<file path="src/logic/cri_pkg.sv">
// Purpose: shared constants for the channel register i2c target
// Assumes: 10 MHz aclk, axi4-lite register access
// Notes:   byte addresses of the three channel registers and the status word
package cri_pkg;
  localparam logic [4:0]  ADDR_FIXED     = 5'h0b;
  localparam int          NUM_CH         = 3;
  localparam logic [11:0] OFF_CH1        = 12'h004;
  localparam logic [11:0] OFF_CH2        = 12'h008;
  localparam logic [11:0] OFF_CH3        = 12'h00c;
  localparam logic [11:0] OFF_STATUS     = 12'h010;
  localparam logic [7:0]  CH_RESET       = 8'h00;
  localparam logic [1:0]  SEL_RESET      = 2'h0;
  localparam int          CLAMP_MSB      = 7;
  localparam int          CLAMP_LSB      = 6;
  localparam int          MUX_BIT        = 5;
  localparam int          LPF_MSB        = 4;
  localparam int          LPF_LSB        = 3;
  localparam int          BIAS_MSB       = 2;
  localparam logic [1:0]  RESP_OKAY      = 2'h0;
  localparam logic [1:0]  RESP_SLVERR    = 2'h2;
  typedef enum logic [6:0] {
    CRI_IDLE = 7'h01,
    CRI_ADDR = 7'h02,
    CRI_AACK = 7'h04,
    CRI_RXB  = 7'h08,
    CRI_RACK = 7'h10,
    CRI_TXB  = 7'h20,
    CRI_MACK = 7'h40
  } cri_state_t;
endpackage : cri_pkg

</file>
<file path="src/logic/cri_top.sv">
// Purpose: i2c target for reading three channel registers
// Assumes: scl and sda sampled by 10 MHz aclk, open-drain sda
// Notes:   registers are loaded over axi4-lite
//
// Operation
// - read is an address transaction followed by a separate data transaction
// - target acknowledges address and the one subaddress byte
// - target acknowledges read address then sends one selected byte msb first
// - address is 01011 plus two strap bits plus direction
// - codes 01, 02, 03 select channel one, two, three
// - fields clamp 7:6, mux 5, corner 4:3, bias 2:0
// - single byte only, no auto-increment
// - registers undefined until written (reset loads 00 here); one scl cycle frees stuck acknowledge
//
// Decided for this implementation: the register offsets and the AXI4-Lite register port.
`timescale 1ns/100ps
module cri_top (
  input  wire logic        aclk,
  input  wire logic        aresetn,
  input  wire logic        scl_i,
  input  wire logic        sda_i,
  output logic             sda_o,
  output logic             sda_oe,
  input  wire logic        addr_strap_high,
  input  wire logic        addr_strap_low,
  input  wire logic [11:0] s_axi_awaddr,
  input  wire logic        s_axi_awvalid,
  output logic             s_axi_awready,
  input  wire logic [31:0] s_axi_wdata,
  input  wire logic [3:0]  s_axi_wstrb,
  input  wire logic        s_axi_wvalid,
  output logic             s_axi_wready,
  output logic [1:0]       s_axi_bresp,
  output logic             s_axi_bvalid,
  input  wire logic        s_axi_bready,
  input  wire logic [11:0] s_axi_araddr,
  input  wire logic        s_axi_arvalid,
  output logic             s_axi_arready,
  output logic [31:0]      s_axi_rdata,
  output logic [1:0]       s_axi_rresp,
  output logic             s_axi_rvalid,
  input  wire logic        s_axi_rready,
  output logic [1:0]       sync_tip_clamp_ch1,
  output logic             mux_sel_ch1,
  output logic [1:0]       lpf_sel_ch1,
  output logic [2:0]       bias_mode_ch1
);
  logic [1:0]          pins_s;
  logic [1:0]          strap_s;
  logic                scl_q;
  logic                sda_q;
  logic                scl_rise;
  logic                scl_fall;
  logic                start_det;
  logic                stop_det;
  logic [23:0]         ch_regs;
  logic [7:0]          status;
  cri_pkg::cri_state_t state_q;
  logic [7:0]          shift_q;
  logic [2:0]          bit_q;
  logic                read_q;
  logic [1:0]          sel_q;
  logic [6:0]          own_addr_q;
  logic [7:0]          tx_byte;
  logic                rx_nack_q;
  logic                armed_q;
  logic [cri_pkg::NUM_CH-1:0] ch_hit;
  logic [7:0]          ch_pick [cri_pkg::NUM_CH];

  cri_sync #(.WIDTH(2)) u_pin_sync (
    .aclk     (aclk),
    .aresetn  (aresetn),
    .async_in ({scl_i, sda_i}),
    .sync_out (pins_s)
  );

  cri_sync #(.WIDTH(2)) u_strap_sync (
    .aclk     (aclk),
    .aresetn  (aresetn),
    .async_in ({addr_strap_high, addr_strap_low}),
    .sync_out (strap_s)
  );

  cri_axil u_regs (
    .aclk          (aclk),
    .aresetn       (aresetn),
    .s_axi_awaddr  (s_axi_awaddr),
    .s_axi_awvalid (s_axi_awvalid),
    .s_axi_awready (s_axi_awready),
    .s_axi_wdata   (s_axi_wdata),
    .s_axi_wstrb   (s_axi_wstrb),
    .s_axi_wvalid  (s_axi_wvalid),
    .s_axi_wready  (s_axi_wready),
    .s_axi_bresp   (s_axi_bresp),
    .s_axi_bvalid  (s_axi_bvalid),
    .s_axi_bready  (s_axi_bready),
    .s_axi_araddr  (s_axi_araddr),
    .s_axi_arvalid (s_axi_arvalid),
    .s_axi_arready (s_axi_arready),
    .s_axi_rdata   (s_axi_rdata),
    .s_axi_rresp   (s_axi_rresp),
    .s_axi_rvalid  (s_axi_rvalid),
    .s_axi_rready  (s_axi_rready),
    .ch_regs       (ch_regs),
    .status_in     (status)
  );

  // edge and condition detect on synchronised pins
  always_ff @(posedge aclk)
  begin
    if (!aresetn)
    begin
      scl_q <= 1'b1;
      sda_q <= 1'b1;
    end
    else
    begin
      scl_q <= pins_s[1];
      sda_q <= pins_s[0];
    end
  end

  assign scl_rise  = pins_s[1] && !scl_q;
  assign scl_fall  = !pins_s[1] && scl_q;
  assign start_det = pins_s[1] && scl_q && sda_q && !pins_s[0];
  assign stop_det  = pins_s[1] && scl_q && !sda_q && pins_s[0];

  // armed by first scl rise of a frame; the start's own scl fall ends no byte
  always_ff @(posedge aclk)
  begin
    if (!aresetn || start_det)
      armed_q <= 1'b0;
    else if (scl_rise)
      armed_q <= 1'b1;
  end

  // open-drain pin, only the enable moves
  always_ff @(posedge aclk)
  begin
    sda_o <= 1'b0;
  end

  // strap bits reloaded every cycle after reset release
  always_ff @(posedge aclk)
  begin
    if (!aresetn)
      own_addr_q <= 7'h00;
    else
      own_addr_q <= {cri_pkg::ADDR_FIXED, strap_s};
  end

  // selected byte, subaddress low two bits 01..11; low bits 00 read zero
  for (genvar g = 0; g < cri_pkg::NUM_CH; g++)
  begin : g_chan
    assign ch_hit[g]  = sel_q == 2'(g + 1);
    assign ch_pick[g] = ch_hit[g] ? ch_regs[8*g +: 8] : 8'h00;
  end

  always_comb
  begin
    tx_byte = 8'h00;
    for (int c = 0; c < cri_pkg::NUM_CH; c++)
      tx_byte = tx_byte | ch_pick[c];
  end

  assign status = {3'h0, read_q, rx_nack_q, state_q == cri_pkg::CRI_IDLE, sel_q};

  // bus state machine
  always_ff @(posedge aclk)
  begin
    if (!aresetn)
    begin
      state_q   <= cri_pkg::CRI_IDLE;
      shift_q   <= 8'h00;
      bit_q     <= 3'h0;
      read_q    <= 1'b0;
      sel_q     <= cri_pkg::SEL_RESET;
      rx_nack_q <= 1'b0;
      sda_oe    <= 1'b0;
    end
    else if (start_det)
    begin
      state_q <= cri_pkg::CRI_ADDR;
      shift_q <= 8'h00;
      bit_q   <= 3'h0;
      sda_oe  <= 1'b0;
    end
    else if (stop_det)
    begin
      state_q <= cri_pkg::CRI_IDLE;
      bit_q   <= 3'h0;
      sda_oe  <= 1'b0;
    end
    else
    begin
      case (state_q)
        cri_pkg::CRI_IDLE:
          sda_oe <= 1'b0;
        cri_pkg::CRI_ADDR, cri_pkg::CRI_RXB:
        begin
          if (scl_rise)
          begin
            shift_q <= {shift_q[6:0], pins_s[0]};
            bit_q   <= bit_q + 3'h1;
          end
          if (scl_fall && bit_q == 3'h0 && state_q == cri_pkg::CRI_ADDR
              && armed_q)
          begin
            if (shift_q[7:1] == own_addr_q)
            begin
              read_q  <= shift_q[0];
              sda_oe  <= 1'b1;
              state_q <= cri_pkg::CRI_AACK;
            end
            else
              state_q <= cri_pkg::CRI_IDLE;
          end
          else if (scl_fall && bit_q == 3'h0 && state_q == cri_pkg::CRI_RXB)
          begin
            sel_q   <= shift_q[1:0];
            sda_oe  <= 1'b1;
            state_q <= cri_pkg::CRI_RACK;
          end
        end
        cri_pkg::CRI_AACK:
          if (scl_fall)
          begin
            shift_q <= 8'h00;
            if (read_q)
            begin
              sda_oe  <= !tx_byte[7];
              shift_q <= {tx_byte[6:0], 1'b0};
              bit_q   <= 3'h1;
              state_q <= cri_pkg::CRI_TXB;
            end
            else
            begin
              sda_oe  <= 1'b0;
              bit_q   <= 3'h0;
              state_q <= cri_pkg::CRI_RXB;
            end
          end
        cri_pkg::CRI_RACK:
          if (scl_fall)
          begin
            sda_oe  <= 1'b0;
            state_q <= cri_pkg::CRI_IDLE;
          end
        cri_pkg::CRI_TXB:
          if (scl_fall)
          begin
            if (bit_q == 3'h0)
            begin
              sda_oe  <= 1'b0;
              state_q <= cri_pkg::CRI_MACK;
            end
            else
            begin
              sda_oe  <= !shift_q[7];
              shift_q <= {shift_q[6:0], 1'b0};
              bit_q   <= bit_q + 3'h1;
            end
          end
        cri_pkg::CRI_MACK:
          if (scl_rise)
          begin
            rx_nack_q <= pins_s[0];
            state_q   <= cri_pkg::CRI_IDLE;
          end
        default:
        begin
          state_q <= cri_pkg::CRI_IDLE;
          sda_oe  <= 1'b0;
        end
      endcase
    end
  end

  // channel one fields decoded for the analog side
  always_ff @(posedge aclk)
  begin
    if (!aresetn)
    begin
      sync_tip_clamp_ch1 <= 2'h0;
      mux_sel_ch1        <= 1'b0;
      lpf_sel_ch1        <= 2'h0;
      bias_mode_ch1      <= 3'h0;
    end
    else
    begin
      sync_tip_clamp_ch1 <= ch_regs[cri_pkg::CLAMP_MSB:cri_pkg::CLAMP_LSB];
      mux_sel_ch1        <= ch_regs[cri_pkg::MUX_BIT];
      lpf_sel_ch1        <= ch_regs[cri_pkg::LPF_MSB:cri_pkg::LPF_LSB];
      bias_mode_ch1      <= ch_regs[cri_pkg::BIAS_MSB:0];
    end
  end
endmodule : cri_top

</file>
<file path="src/logic/cri_sync.sv">
// Purpose: two flip-flop synchroniser for asynchronous pins
// Assumes: single aclk domain
// Notes:   first stage read only by second stage
`timescale 1ns/100ps
module cri_sync #(
  parameter int WIDTH = 2
) (
  input  wire logic             aclk,
  input  wire logic             aresetn,
  input  wire logic [WIDTH-1:0] async_in,
  output logic      [WIDTH-1:0] sync_out
);
  logic [WIDTH-1:0] meta_q;

  always_ff @(posedge aclk)
  begin
    if (!aresetn)
    begin
      meta_q   <= '1;
      sync_out <= '1;
    end
    else
    begin
      meta_q   <= async_in;
      sync_out <= meta_q;
    end
  end
endmodule : cri_sync

</file>
<file path="src/logic/cri_axil.sv">
// Purpose: axi4-lite slave for channel register access
// Assumes: one outstanding write and read
// Notes:   unmapped addresses answer slverr, read as zero
`timescale 1ns/100ps
module cri_axil (
  input  wire logic        aclk,
  input  wire logic        aresetn,
  input  wire logic [11:0] s_axi_awaddr,
  input  wire logic        s_axi_awvalid,
  output logic             s_axi_awready,
  input  wire logic [31:0] s_axi_wdata,
  input  wire logic [3:0]  s_axi_wstrb,
  input  wire logic        s_axi_wvalid,
  output logic             s_axi_wready,
  output logic [1:0]       s_axi_bresp,
  output logic             s_axi_bvalid,
  input  wire logic        s_axi_bready,
  input  wire logic [11:0] s_axi_araddr,
  input  wire logic        s_axi_arvalid,
  output logic             s_axi_arready,
  output logic [31:0]      s_axi_rdata,
  output logic [1:0]       s_axi_rresp,
  output logic             s_axi_rvalid,
  input  wire logic        s_axi_rready,
  output logic [23:0]      ch_regs,
  input  wire logic [7:0]  status_in
);
  logic        aw_have_q;
  logic        w_have_q;
  logic [11:0] aw_addr_q;
  logic [7:0]  w_byte_q;
  logic        w_en_q;
  logic        do_write;

  assign do_write = aw_have_q && w_have_q && !s_axi_bvalid;

  // write address and data taken in either order
  always_ff @(posedge aclk)
  begin
    if (!aresetn)
    begin
      aw_have_q     <= 1'b0;
      w_have_q      <= 1'b0;
      aw_addr_q     <= 12'h000;
      w_byte_q      <= 8'h00;
      w_en_q        <= 1'b0;
      s_axi_awready <= 1'b0;
      s_axi_wready  <= 1'b0;
    end
    else
    begin
      s_axi_awready <= !aw_have_q && !s_axi_awready && s_axi_awvalid;
      s_axi_wready  <= !w_have_q && !s_axi_wready && s_axi_wvalid;
      if (s_axi_awvalid && s_axi_awready)
      begin
        aw_have_q <= 1'b1;
        aw_addr_q <= s_axi_awaddr;
      end
      else if (do_write)
        aw_have_q <= 1'b0;
      if (s_axi_wvalid && s_axi_wready)
      begin
        w_have_q <= 1'b1;
        w_byte_q <= s_axi_wdata[7:0];
        w_en_q   <= s_axi_wstrb[0];
      end
      else if (do_write)
        w_have_q <= 1'b0;
    end
  end

  // channel register store and write response
  always_ff @(posedge aclk)
  begin
    if (!aresetn)
    begin
      ch_regs      <= {cri_pkg::NUM_CH{cri_pkg::CH_RESET}};
      s_axi_bvalid <= 1'b0;
      s_axi_bresp  <= cri_pkg::RESP_OKAY;
    end
    else if (do_write)
    begin
      s_axi_bvalid <= 1'b1;
      s_axi_bresp  <= cri_pkg::RESP_OKAY;
      case (aw_addr_q)
        cri_pkg::OFF_CH1: if (w_en_q) ch_regs[7:0]   <= w_byte_q;
        cri_pkg::OFF_CH2: if (w_en_q) ch_regs[15:8]  <= w_byte_q;
        cri_pkg::OFF_CH3: if (w_en_q) ch_regs[23:16] <= w_byte_q;
        cri_pkg::OFF_STATUS: s_axi_bresp <= cri_pkg::RESP_OKAY;
        default: s_axi_bresp <= cri_pkg::RESP_SLVERR;
      endcase
    end
    else if (s_axi_bready)
      s_axi_bvalid <= 1'b0;
  end

  // read channel
  always_ff @(posedge aclk)
  begin
    if (!aresetn)
    begin
      s_axi_arready <= 1'b0;
      s_axi_rvalid  <= 1'b0;
      s_axi_rdata   <= 32'h0000_0000;
      s_axi_rresp   <= cri_pkg::RESP_OKAY;
    end
    else
    begin
      s_axi_arready <= !s_axi_arready && !s_axi_rvalid && s_axi_arvalid;
      if (s_axi_arvalid && s_axi_arready)
      begin
        s_axi_rvalid <= 1'b1;
        s_axi_rresp  <= cri_pkg::RESP_OKAY;
        case (s_axi_araddr)
          cri_pkg::OFF_CH1:    s_axi_rdata <= {24'h000000, ch_regs[7:0]};
          cri_pkg::OFF_CH2:    s_axi_rdata <= {24'h000000, ch_regs[15:8]};
          cri_pkg::OFF_CH3:    s_axi_rdata <= {24'h000000, ch_regs[23:16]};
          cri_pkg::OFF_STATUS: s_axi_rdata <= {24'h000000, status_in};
          default:
          begin
            s_axi_rdata <= 32'h0000_0000;
            s_axi_rresp <= cri_pkg::RESP_SLVERR;
          end
        endcase
      end
      else if (s_axi_rready)
        s_axi_rvalid <= 1'b0;
    end
  end
endmodule : cri_axil

</file>
<file path="config.mk">
export PLATFORM = sky130hd
export DESIGN_NAME = cri_top
export DESIGN_NICKNAME = d
export VERILOG_FILES = /design/src/logic/cri_pkg.sv /design/src/logic/cri_top.sv /design/src/logic/cri_sync.sv /design/src/logic/cri_axil.sv
export SDC_FILE = /design/constraint.sdc
export NUM_CORES = 1
export LEC_CHECK = 0
export BUFFER_PORTS_ARGS = -buffer_cell sky130_fd_sc_hd__buf_2
export CELL_PAD_IN_SITES_DETAIL_PLACEMENT = 0
export CELL_PAD_IN_SITES_GLOBAL_PLACEMENT = 2
export CORE_UTILIZATION = 31
export CTS_BUF_LIST = sky130_fd_sc_hd__clkbuf_16
export CTS_CLUSTER_SIZE = 28
export DETAILED_ROUTE_END_ITERATION = 6
export GPL_ROUTABILITY_DRIVEN = 0
export MAX_ROUTING_LAYER = met4
export PLACE_DENSITY_LB_ADDON = 0.1
export SETUP_SLACK_MARGIN = 0.5
export SYNTH_ARGS = -nofsm -noshare
export SYNTH_HDL_FRONTEND = slang
export SYNTH_SLANG_ARGS = --single-unit
export TNS_END_PERCENT = 5
</file>
<file path="constraint.sdc">
create_clock -name aclk -period 2.3 [get_ports aclk]
set_clock_uncertainty 0.2 [all_clocks]
set_input_delay 0.345 -clock aclk [delete_from_list [all_inputs] [get_ports aclk]]
set_output_delay 0.345 -clock aclk [all_outputs]
set_load 0.02 [all_outputs]
</file>
After elaboration in Yosys (flattened, before gate mapping)
Index checks and enable logic that the tools add are counted.
{"block": "word_totals", "regBits": 137, "input_bits": 71, "output_inout_bits": 51, "word_cells": 187}
{"block": "classes", "n_addsub": 1, "n_eq_ne": 35, "muxes": 47, "n_bitwise": 8, "reduce_logical": 59}
{"operator": "$mux W8", "n": 8}
{"operator": "$mux W7", "n": 7}
{"operator": "$eq A12 B4 Y1 const B", "n": 4}
{"operator": "$pmux W7 S6", "n": 1}
{"operator": "$pmux W8 S4", "n": 1}
{"operator": "$eq A12 B3 Y1 const B", "n": 2}
{"operator": "$eq A12 B5 Y1 const B", "n": 2}
{"operator": "$pmux W8 S3", "n": 1}
{"operator": "$logic_and A1 B1 Y1", "n": 22}
{"operator": "$ne A4 B4 Y1 const B", "n": 5}
{"operator": "$mux W1", "n": 16}
{"operator": "$or A8 B8 Y8", "n": 2}
{"operator": "$mux W3", "n": 5}
{"operator": "$reduce_and A5 Y1", "n": 3}
{"operator": "$logic_not A1 Y1", "n": 14}
{"operator": "$ne A2 B2 Y1 const B", "n": 7}
{"operator": "$reduce_and A7 Y1", "n": 2}
{"operator": "$mux W6", "n": 2}
{"operator": "$reduce_and A6 Y1", "n": 2}
{"operator": "$ne A3 B3 Y1 const B", "n": 3}
{"operator": "$pmux W3 S3", "n": 1}
{"operator": "$reduce_and A3 Y1", "n": 3}
{"operator": "$mux W2", "n": 4}
{"operator": "$reduce_bool A2 Y1", "n": 4}
{"operator": "other kinds (21)", "n": 29}

Longest topological paths before layout
{"block": "logic_depth", "word_depth": 9, "mapped_depth": 7, "mapped_depth_nobuf": 7}

Modules after synthesis
Synthesis repeated with hierarchy kept, for this count alone.
{"block": "hier_totals", "hier_cells": 560, "hier_area_um2": 5056.1}
{"mod": "cri_axil", "instances": 1, "cells_per_inst": 313, "area_per_inst_um2": 2864.0}
{"mod": "cri_top", "instances": 1, "cells_per_inst": 231, "area_per_inst_um2": 1981.9}
{"mod": "cri_sync", "instances": 2, "cells_per_inst": 8, "area_per_inst_um2": 105.1}

Worst setup path after synthesis
No wires, ideal clock.
{"block": "synth_timing", "path_type": "reg-to-reg", "start": "register state_q[2]", "end": "register state_q[0]", "setup_time_ns": 0.078, "t_arrival_ns": 1.586, "required_ns": 2.022, "slack_ns": 0.437, "stages_incl_launch_ff": 7, "path_cell_list": "dfxtp_1 > buf_6 > or3_4 > nor4_2 > a21boi_2 > o2111ai_1 > a32oi_1"}
{"block": "synth_via", "elab_chain_cells": 7, "elab_cells_between_ends": 23}
{"element": "start, declared", "line_no": "cri_top.sv:58", "text": "cri_pkg::cri_state_t state_q;"}
{"element": "start signal, assigned", "line_no": "cri_top.sv:173", "text": "state_q <= cri_pkg::CRI_IDLE;"}
{"element": "start signal, assigned", "line_no": "cri_top.sv:183", "text": "state_q <= cri_pkg::CRI_ADDR;"}
{"element": "start signal, assigned", "line_no": "cri_top.sv:190", "text": "state_q <= cri_pkg::CRI_IDLE;"}
{"element": "$eq A7 B2 Y1", "line_no": "cri_top.sv:196, cri_top.sv:206"}
{"element": "$logic_and A1 B1 Y1", "line_no": "cri_top.sv:206", "text": "if (scl_fall && bit_q == 3'h0 && state_q == cri_pkg::CRI_ADDR"}
{"element": "$logic_and A1 B1 Y1", "line_no": "cri_top.sv:207", "text": "&& armed_q)"}
{"element": "$mux W7", "line_no": "cri_top.sv:206"}
{"element": "$pmux W7 S6", "line_no": "cri_top.sv:196", "text": "case (state_q)"}
{"element": "$mux W2", "line_no": "cri_top.sv:188", "text": "else if (stop_det)"}
{"element": "$mux W2", "line_no": "cri_top.sv:181", "text": "else if (start_det)"}
Several ways; a longest one is shown, not always the timed one.
A chain may end at the register's enable or synchronous reset.

Final worst setup path
{"block": "layout_timing", "start": "register state_q[3]", "end": "register shift_q[4]"}
{"block": "layout_via", "elab_chain_cells": 4, "elab_cells_between_ends": 12}
{"element": "$eq A7 B2 Y1 / $eq A7 B4 Y1 (equally long branches)", "line_no": "cri_top.sv:196"}
{"element": "$reduce_or A2 Y1", "line_no": "cri_top.sv:196"}
{"element": "$ne A2 B2 Y1 (no source line) / $reduce_bool A3 Y1 (equally long branches)"}
{"element": "$reduce_and A6 Y1 (no source line)"}
{"element": "end signal, assigned", "line_no": "cri_top.sv:203", "text": "shift_q <= {shift_q[6:0], pins_s[0]};"}
{"element": "end signal, assigned", "line_no": "cri_top.sv:232", "text": "shift_q <= {tx_byte[6:0], 1'b0};"}
{"element": "end signal, assigned", "line_no": "cri_top.sv:260", "text": "shift_q <= {shift_q[6:0], 1'b0};"}
{"element": "end, declared", "line_no": "cri_top.sv:59", "text": "logic [7:0] shift_q;"}
Several ways; a longest one is shown, not always the timed one.

==> metrics.md <==
| Metric | Value |
|---|---|
| Vias/cell | 4.806 |
| Crit end category | flop |
| Max-cap violations | 0 |
| Total area of multi-input combinational cells | around 2600 sq um |
| I/O pin cnt | between 100 and 150 |
| Layout cell share with drive strength beyond 1 | between 20 and 30% |
| Tot GR Track Use | 16.68% |
| Number of nets at the end of the flow | about 720 |
| Height of the die | about 130 um |
| Antenna violations before repair | 0 |
| Row count | 45 |
| Warning count from the yosys run | 0 |
| Final clock period utilization by the worst path | 83.29% |
| Number of routed nets with antenna violations | 0 |
| Critical path peak fanout | 7 |
| Number of cells in the finished layout apart from fillers | just under 900 |
| Detailed Place HPWL | about 9100 um |
| Synthesized instance count | 563 |
| Die W | ~130 um |
| Total instance count after detailed placement | roughly 830 |
| Total Routed Length | 12670 um |
| Highest Clock Rate | about 520 MHz |
| Arrival time at the worst endpoint | roughly 2 ns |
| Layout overhead on the synthesized area | 25.66% |
| Total power divided by cell area | 629.0 nW/um^2 |
| Core Box Area | 15260 sq um |
| Internal reg-to-reg setup slack | roughly 0.38 ns |
| Crit path time final | 1.916 ns |
| Leading cell type in the layout, fill and taps excluded | sky130_fd_sc_hd__dfxtp_1 |
| Overall die area | roughly 16000 sq um |
| Worst-case vdd ir drop | ~330 uV |
| Clock tree from TritonCTS | built |
| First-pass GRT wire length | ~20000 um |
| Required time of the worst setup path | around 2.4 ns |
| Number of cells traversed by the worst register-to-register path | 8 |
| Headroom to the max-slew limit | between 60% and 70% |
| Clk_lat worst skew | between 0.3 and 0.4 ns |
| Share of async-settable or async-resettable flops after synthesis | 0% |
| Portion of the post-synthesis area used by sequential elements | between 40% and 50% |
| Number of enable-type register cells in the synthesized netlist | 0 |
| Count of cell types in the netlist | 64 |
| Final Hold Fails | 0 |
| Count of final setup violators | 0 |
| Clock sink count | 107 |
| Number of fill cells | between 1500 and 2000 |
| Endpoint of the lowest-slack register-to-register path | shift_q[4] |
| Maximum number of pins on one net before global-route repair | 43 |
| R2r startpoint | state_q[3] |
| H-tree depth | 3 |
| Type of the setup path with the least slack | flop to flop |
| Final-report max-slew violation count | 0 |
| Maximum count of clock buffers along a single path | 2 |
| Detailed-route DRC error count | 0 |
| Type of origin of the critical path | flop |
| Post-synthesis average cell area | 8.625 sq um |
| Flip-flop cell with the highest count after synthesis | sky130_fd_sc_hd__dfxtp_1 |
| Launching element of the worst setup path | state_q[3] |
| Total of flip-flops plus latches after synthesis | 107 |
| Unrepaired setup endpoints after global routing | yes |
| Type of the most critical hold path | input port to flop |
| I/O Buffers | 67 |
| Area of the mapped netlist | between 4000 and 5000 sq um |
| Static Leak | 0.002360 uW |
| DRT Pass-1 Iters | 4 |
| Setup tns final | 0 ns |
| Count of inserted antenna diode cells | 0 |
| Highest-count cells in the layout ignoring fill and taps | sky130_fd_sc_hd__dfxtp_1, sky130_fd_sc_hd__nand2_1, sky130_fd_sc_hd__buf_2 |
| Result of the run | finished clean |
| Number of global-route vias before repair | 3927 |
| Initial Utilization | approximately a third |
| FF/Latch Area | around 2200 sq um |
| TritonCTS Buffers | 9 |
| CTS clk-pin slew, worst paths | ~0.07 ns |
| Average wire per standard cell | roughly 15 um |
| Worst setup path endpoint | shift_q[4] |
| Initial DRC Count | between 150 and 200 |
| Via count of the routed design | between 4000 and 5000 |
| Root buffer selected by CTS | sky130_fd_sc_hd__clkbuf_16 |
| Pin slew with the least headroom to its limit | 0.5976 ns |
| Aggregate global routing overflow | 0 |
report_power, final:
part / internal [uW] / total (uW) / switching, uW / leakage (uW)
clock network: 951 / 1650 / 701 / 0.000149
registers: 1880 / 1910 / 28.7 / 0.000872
logic: 101 / 280 / 179 / 0.00134
total: 2930 / 3840 / 909 / 0.00236
stage by stage:
step	instance area (sq um)	hold slack, ns	power, uW	worst slack, ns	util, %
after floorplan	4967	0.1727	2147	0.4681	-
after global placement	5353	0.1900	2208	0.1655	35.08
after detailed placement	5353	0.1922	2211	0.1932	35.08
after CTS	5933	0.01333	3912	0.3901	38.88
after global routing	6102	0.02077	4017	0.3287	39.99
final	6102	0.02827	3838	0.3844	39.99
worst max-delay path, cell delays in order, from the launching register on:
cell	delay, ns
sky130_fd_sc_hd__dfxtp_4	0.37
sky130_fd_sc_hd__nor4_2	0.26
sky130_fd_sc_hd__buf_4	0.17
sky130_fd_sc_hd__and3_4	0.19
sky130_fd_sc_hd__a22oi_2	0.08
sky130_fd_sc_hd__buf_6	0.13
sky130_fd_sc_hd__buf_6	0.13
sky130_fd_sc_hd__buf_4	0.13
sky130_fd_sc_hd__a211oi_1	0.17
layer usage:
| metal | global-route usage (%) | up-vias | wire [um] |
|---|---|---|---|
| met4 | 6.653 | 0 | 252 |
| met5 | - | - | 0 |
| met1 | 22.31 | 1914 | 6456 |
| met3 | 2.638 | 21 | 528 |
| met2 | 25.18 | 110 | 5432 |
| li1 | - | 2122 | - |
final cells by class:
type,count,share of cell area [%]
repair buffers,107,10.85
flip-flops and latches,107,35.55
well taps,211,4.326
clock inverters,7,1.517
multi-input cells,415,43.39
clock buffers,9,3.691
inverters,11,0.6766
synthesized netlist by cell type, types with 4 or more instances:
library cell,instances,area share (%)
sky130_fd_sc_hd__nand2b_1,14,1.8
sky130_fd_sc_hd__nand2_1,75,5.8
sky130_fd_sc_hd__nor4_1,6,0.77
sky130_fd_sc_hd__o21ai_1,9,0.93
sky130_fd_sc_hd__nand3_1,21,2.2
sky130_fd_sc_hd__o21ai_0,20,2.1
sky130_fd_sc_hd__xor2_1,4,0.72
sky130_fd_sc_hd__nor2_1,44,3.4
sky130_fd_sc_hd__a22oi_1,16,2.5
sky130_fd_sc_hd__buf_2,8,0.82
sky130_fd_sc_hd__and2_1,13,1.7
sky130_fd_sc_hd__a211oi_1,8,1.2
sky130_fd_sc_hd__mux2i_1,21,4.3
sky130_fd_sc_hd__buf_4,27,4.2
sky130_fd_sc_hd__a21oi_1,43,4.4
sky130_fd_sc_hd__dfxtp_1,107,44
sky130_fd_sc_hd__nor2b_1,9,1.2
sky130_fd_sc_hd__inv_1,10,0.77
sky130_fd_sc_hd__o31ai_1,6,0.93
sky130_fd_sc_hd__nand4_1,10,1.3
sky130_fd_sc_hd__mux2_2,10,2.3
sky130_fd_sc_hd__clkbuf_1,17,1.3
sky130_fd_sc_hd__o22a_1,5,0.90
sky130_fd_sc_hd__and3_1,4,0.52
kinds of logic after synthesis:
| kind of cell | Yosys count | synth area share (%) |
|---|---|---|
| XOR/XNOR | 7 | 1.263 |
| flip-flops | 107 | 44.11 |
| other | 1 | 0.07723 |
| AND/OR/NAND/NOR | 222 | 23.42 |
| buffers and inverters | 67 | 7.627 |
| AO/OA/AOI/OAI | 126 | 16.34 |
| adder cells (fa/ha/maj) | 2 | 0.5152 |
| multiplexers | 31 | 6.648 |
worst min-delay path by stage:
stage / startpoint / end / slack, ns / cells after the start
final: s_axi_wdata[0] / u_regs.w_byte_q[0] / 0.03 / 3
after detailed placement: u_strap_sync.meta_q[1] / u_strap_sync.sync_out[1] / 0.19 / 1
after global placement: u_strap_sync.meta_q[0] / u_strap_sync.sync_out[0] / 0.19 / 1
after floorplan: aresetn / own_addr_q[3] / 0.17 / 0
after global routing: s_axi_wstrb[0] / u_regs.w_en_q / 0.02 / 3
after CTS: s_axi_wstrb[0] / u_regs.w_en_q / 0.01 / 3
registers in the layout, summed over array words and instances, names as in the netlist, 3 cells and up:
signal / count
bias_mode_ch1: 3
bit_q: 3
own_addr_q: 3
shift_q: 8
state_q: 7
u_regs.aw_addr_q: 12
u_regs.ch_regs: 24
u_regs.s_axi_rdata: 8
u_regs.w_byte_q: 8
timing repair:
| item | 4_1_cts | 5_1_grt |
|---|---|---|
| pin swaps | 9 | 13 |
| endpoints found under the setup margin | 34 | 53 |
| resized for setup | 38 | 28 |
| setup buffers | 8 | 10 |
| hold endpoints to repair | 4 | 0 |
| hold buffers | 4 | 0 |
| gates cloned | 0 | 1 |
Power figures use the tool's default switching activity.
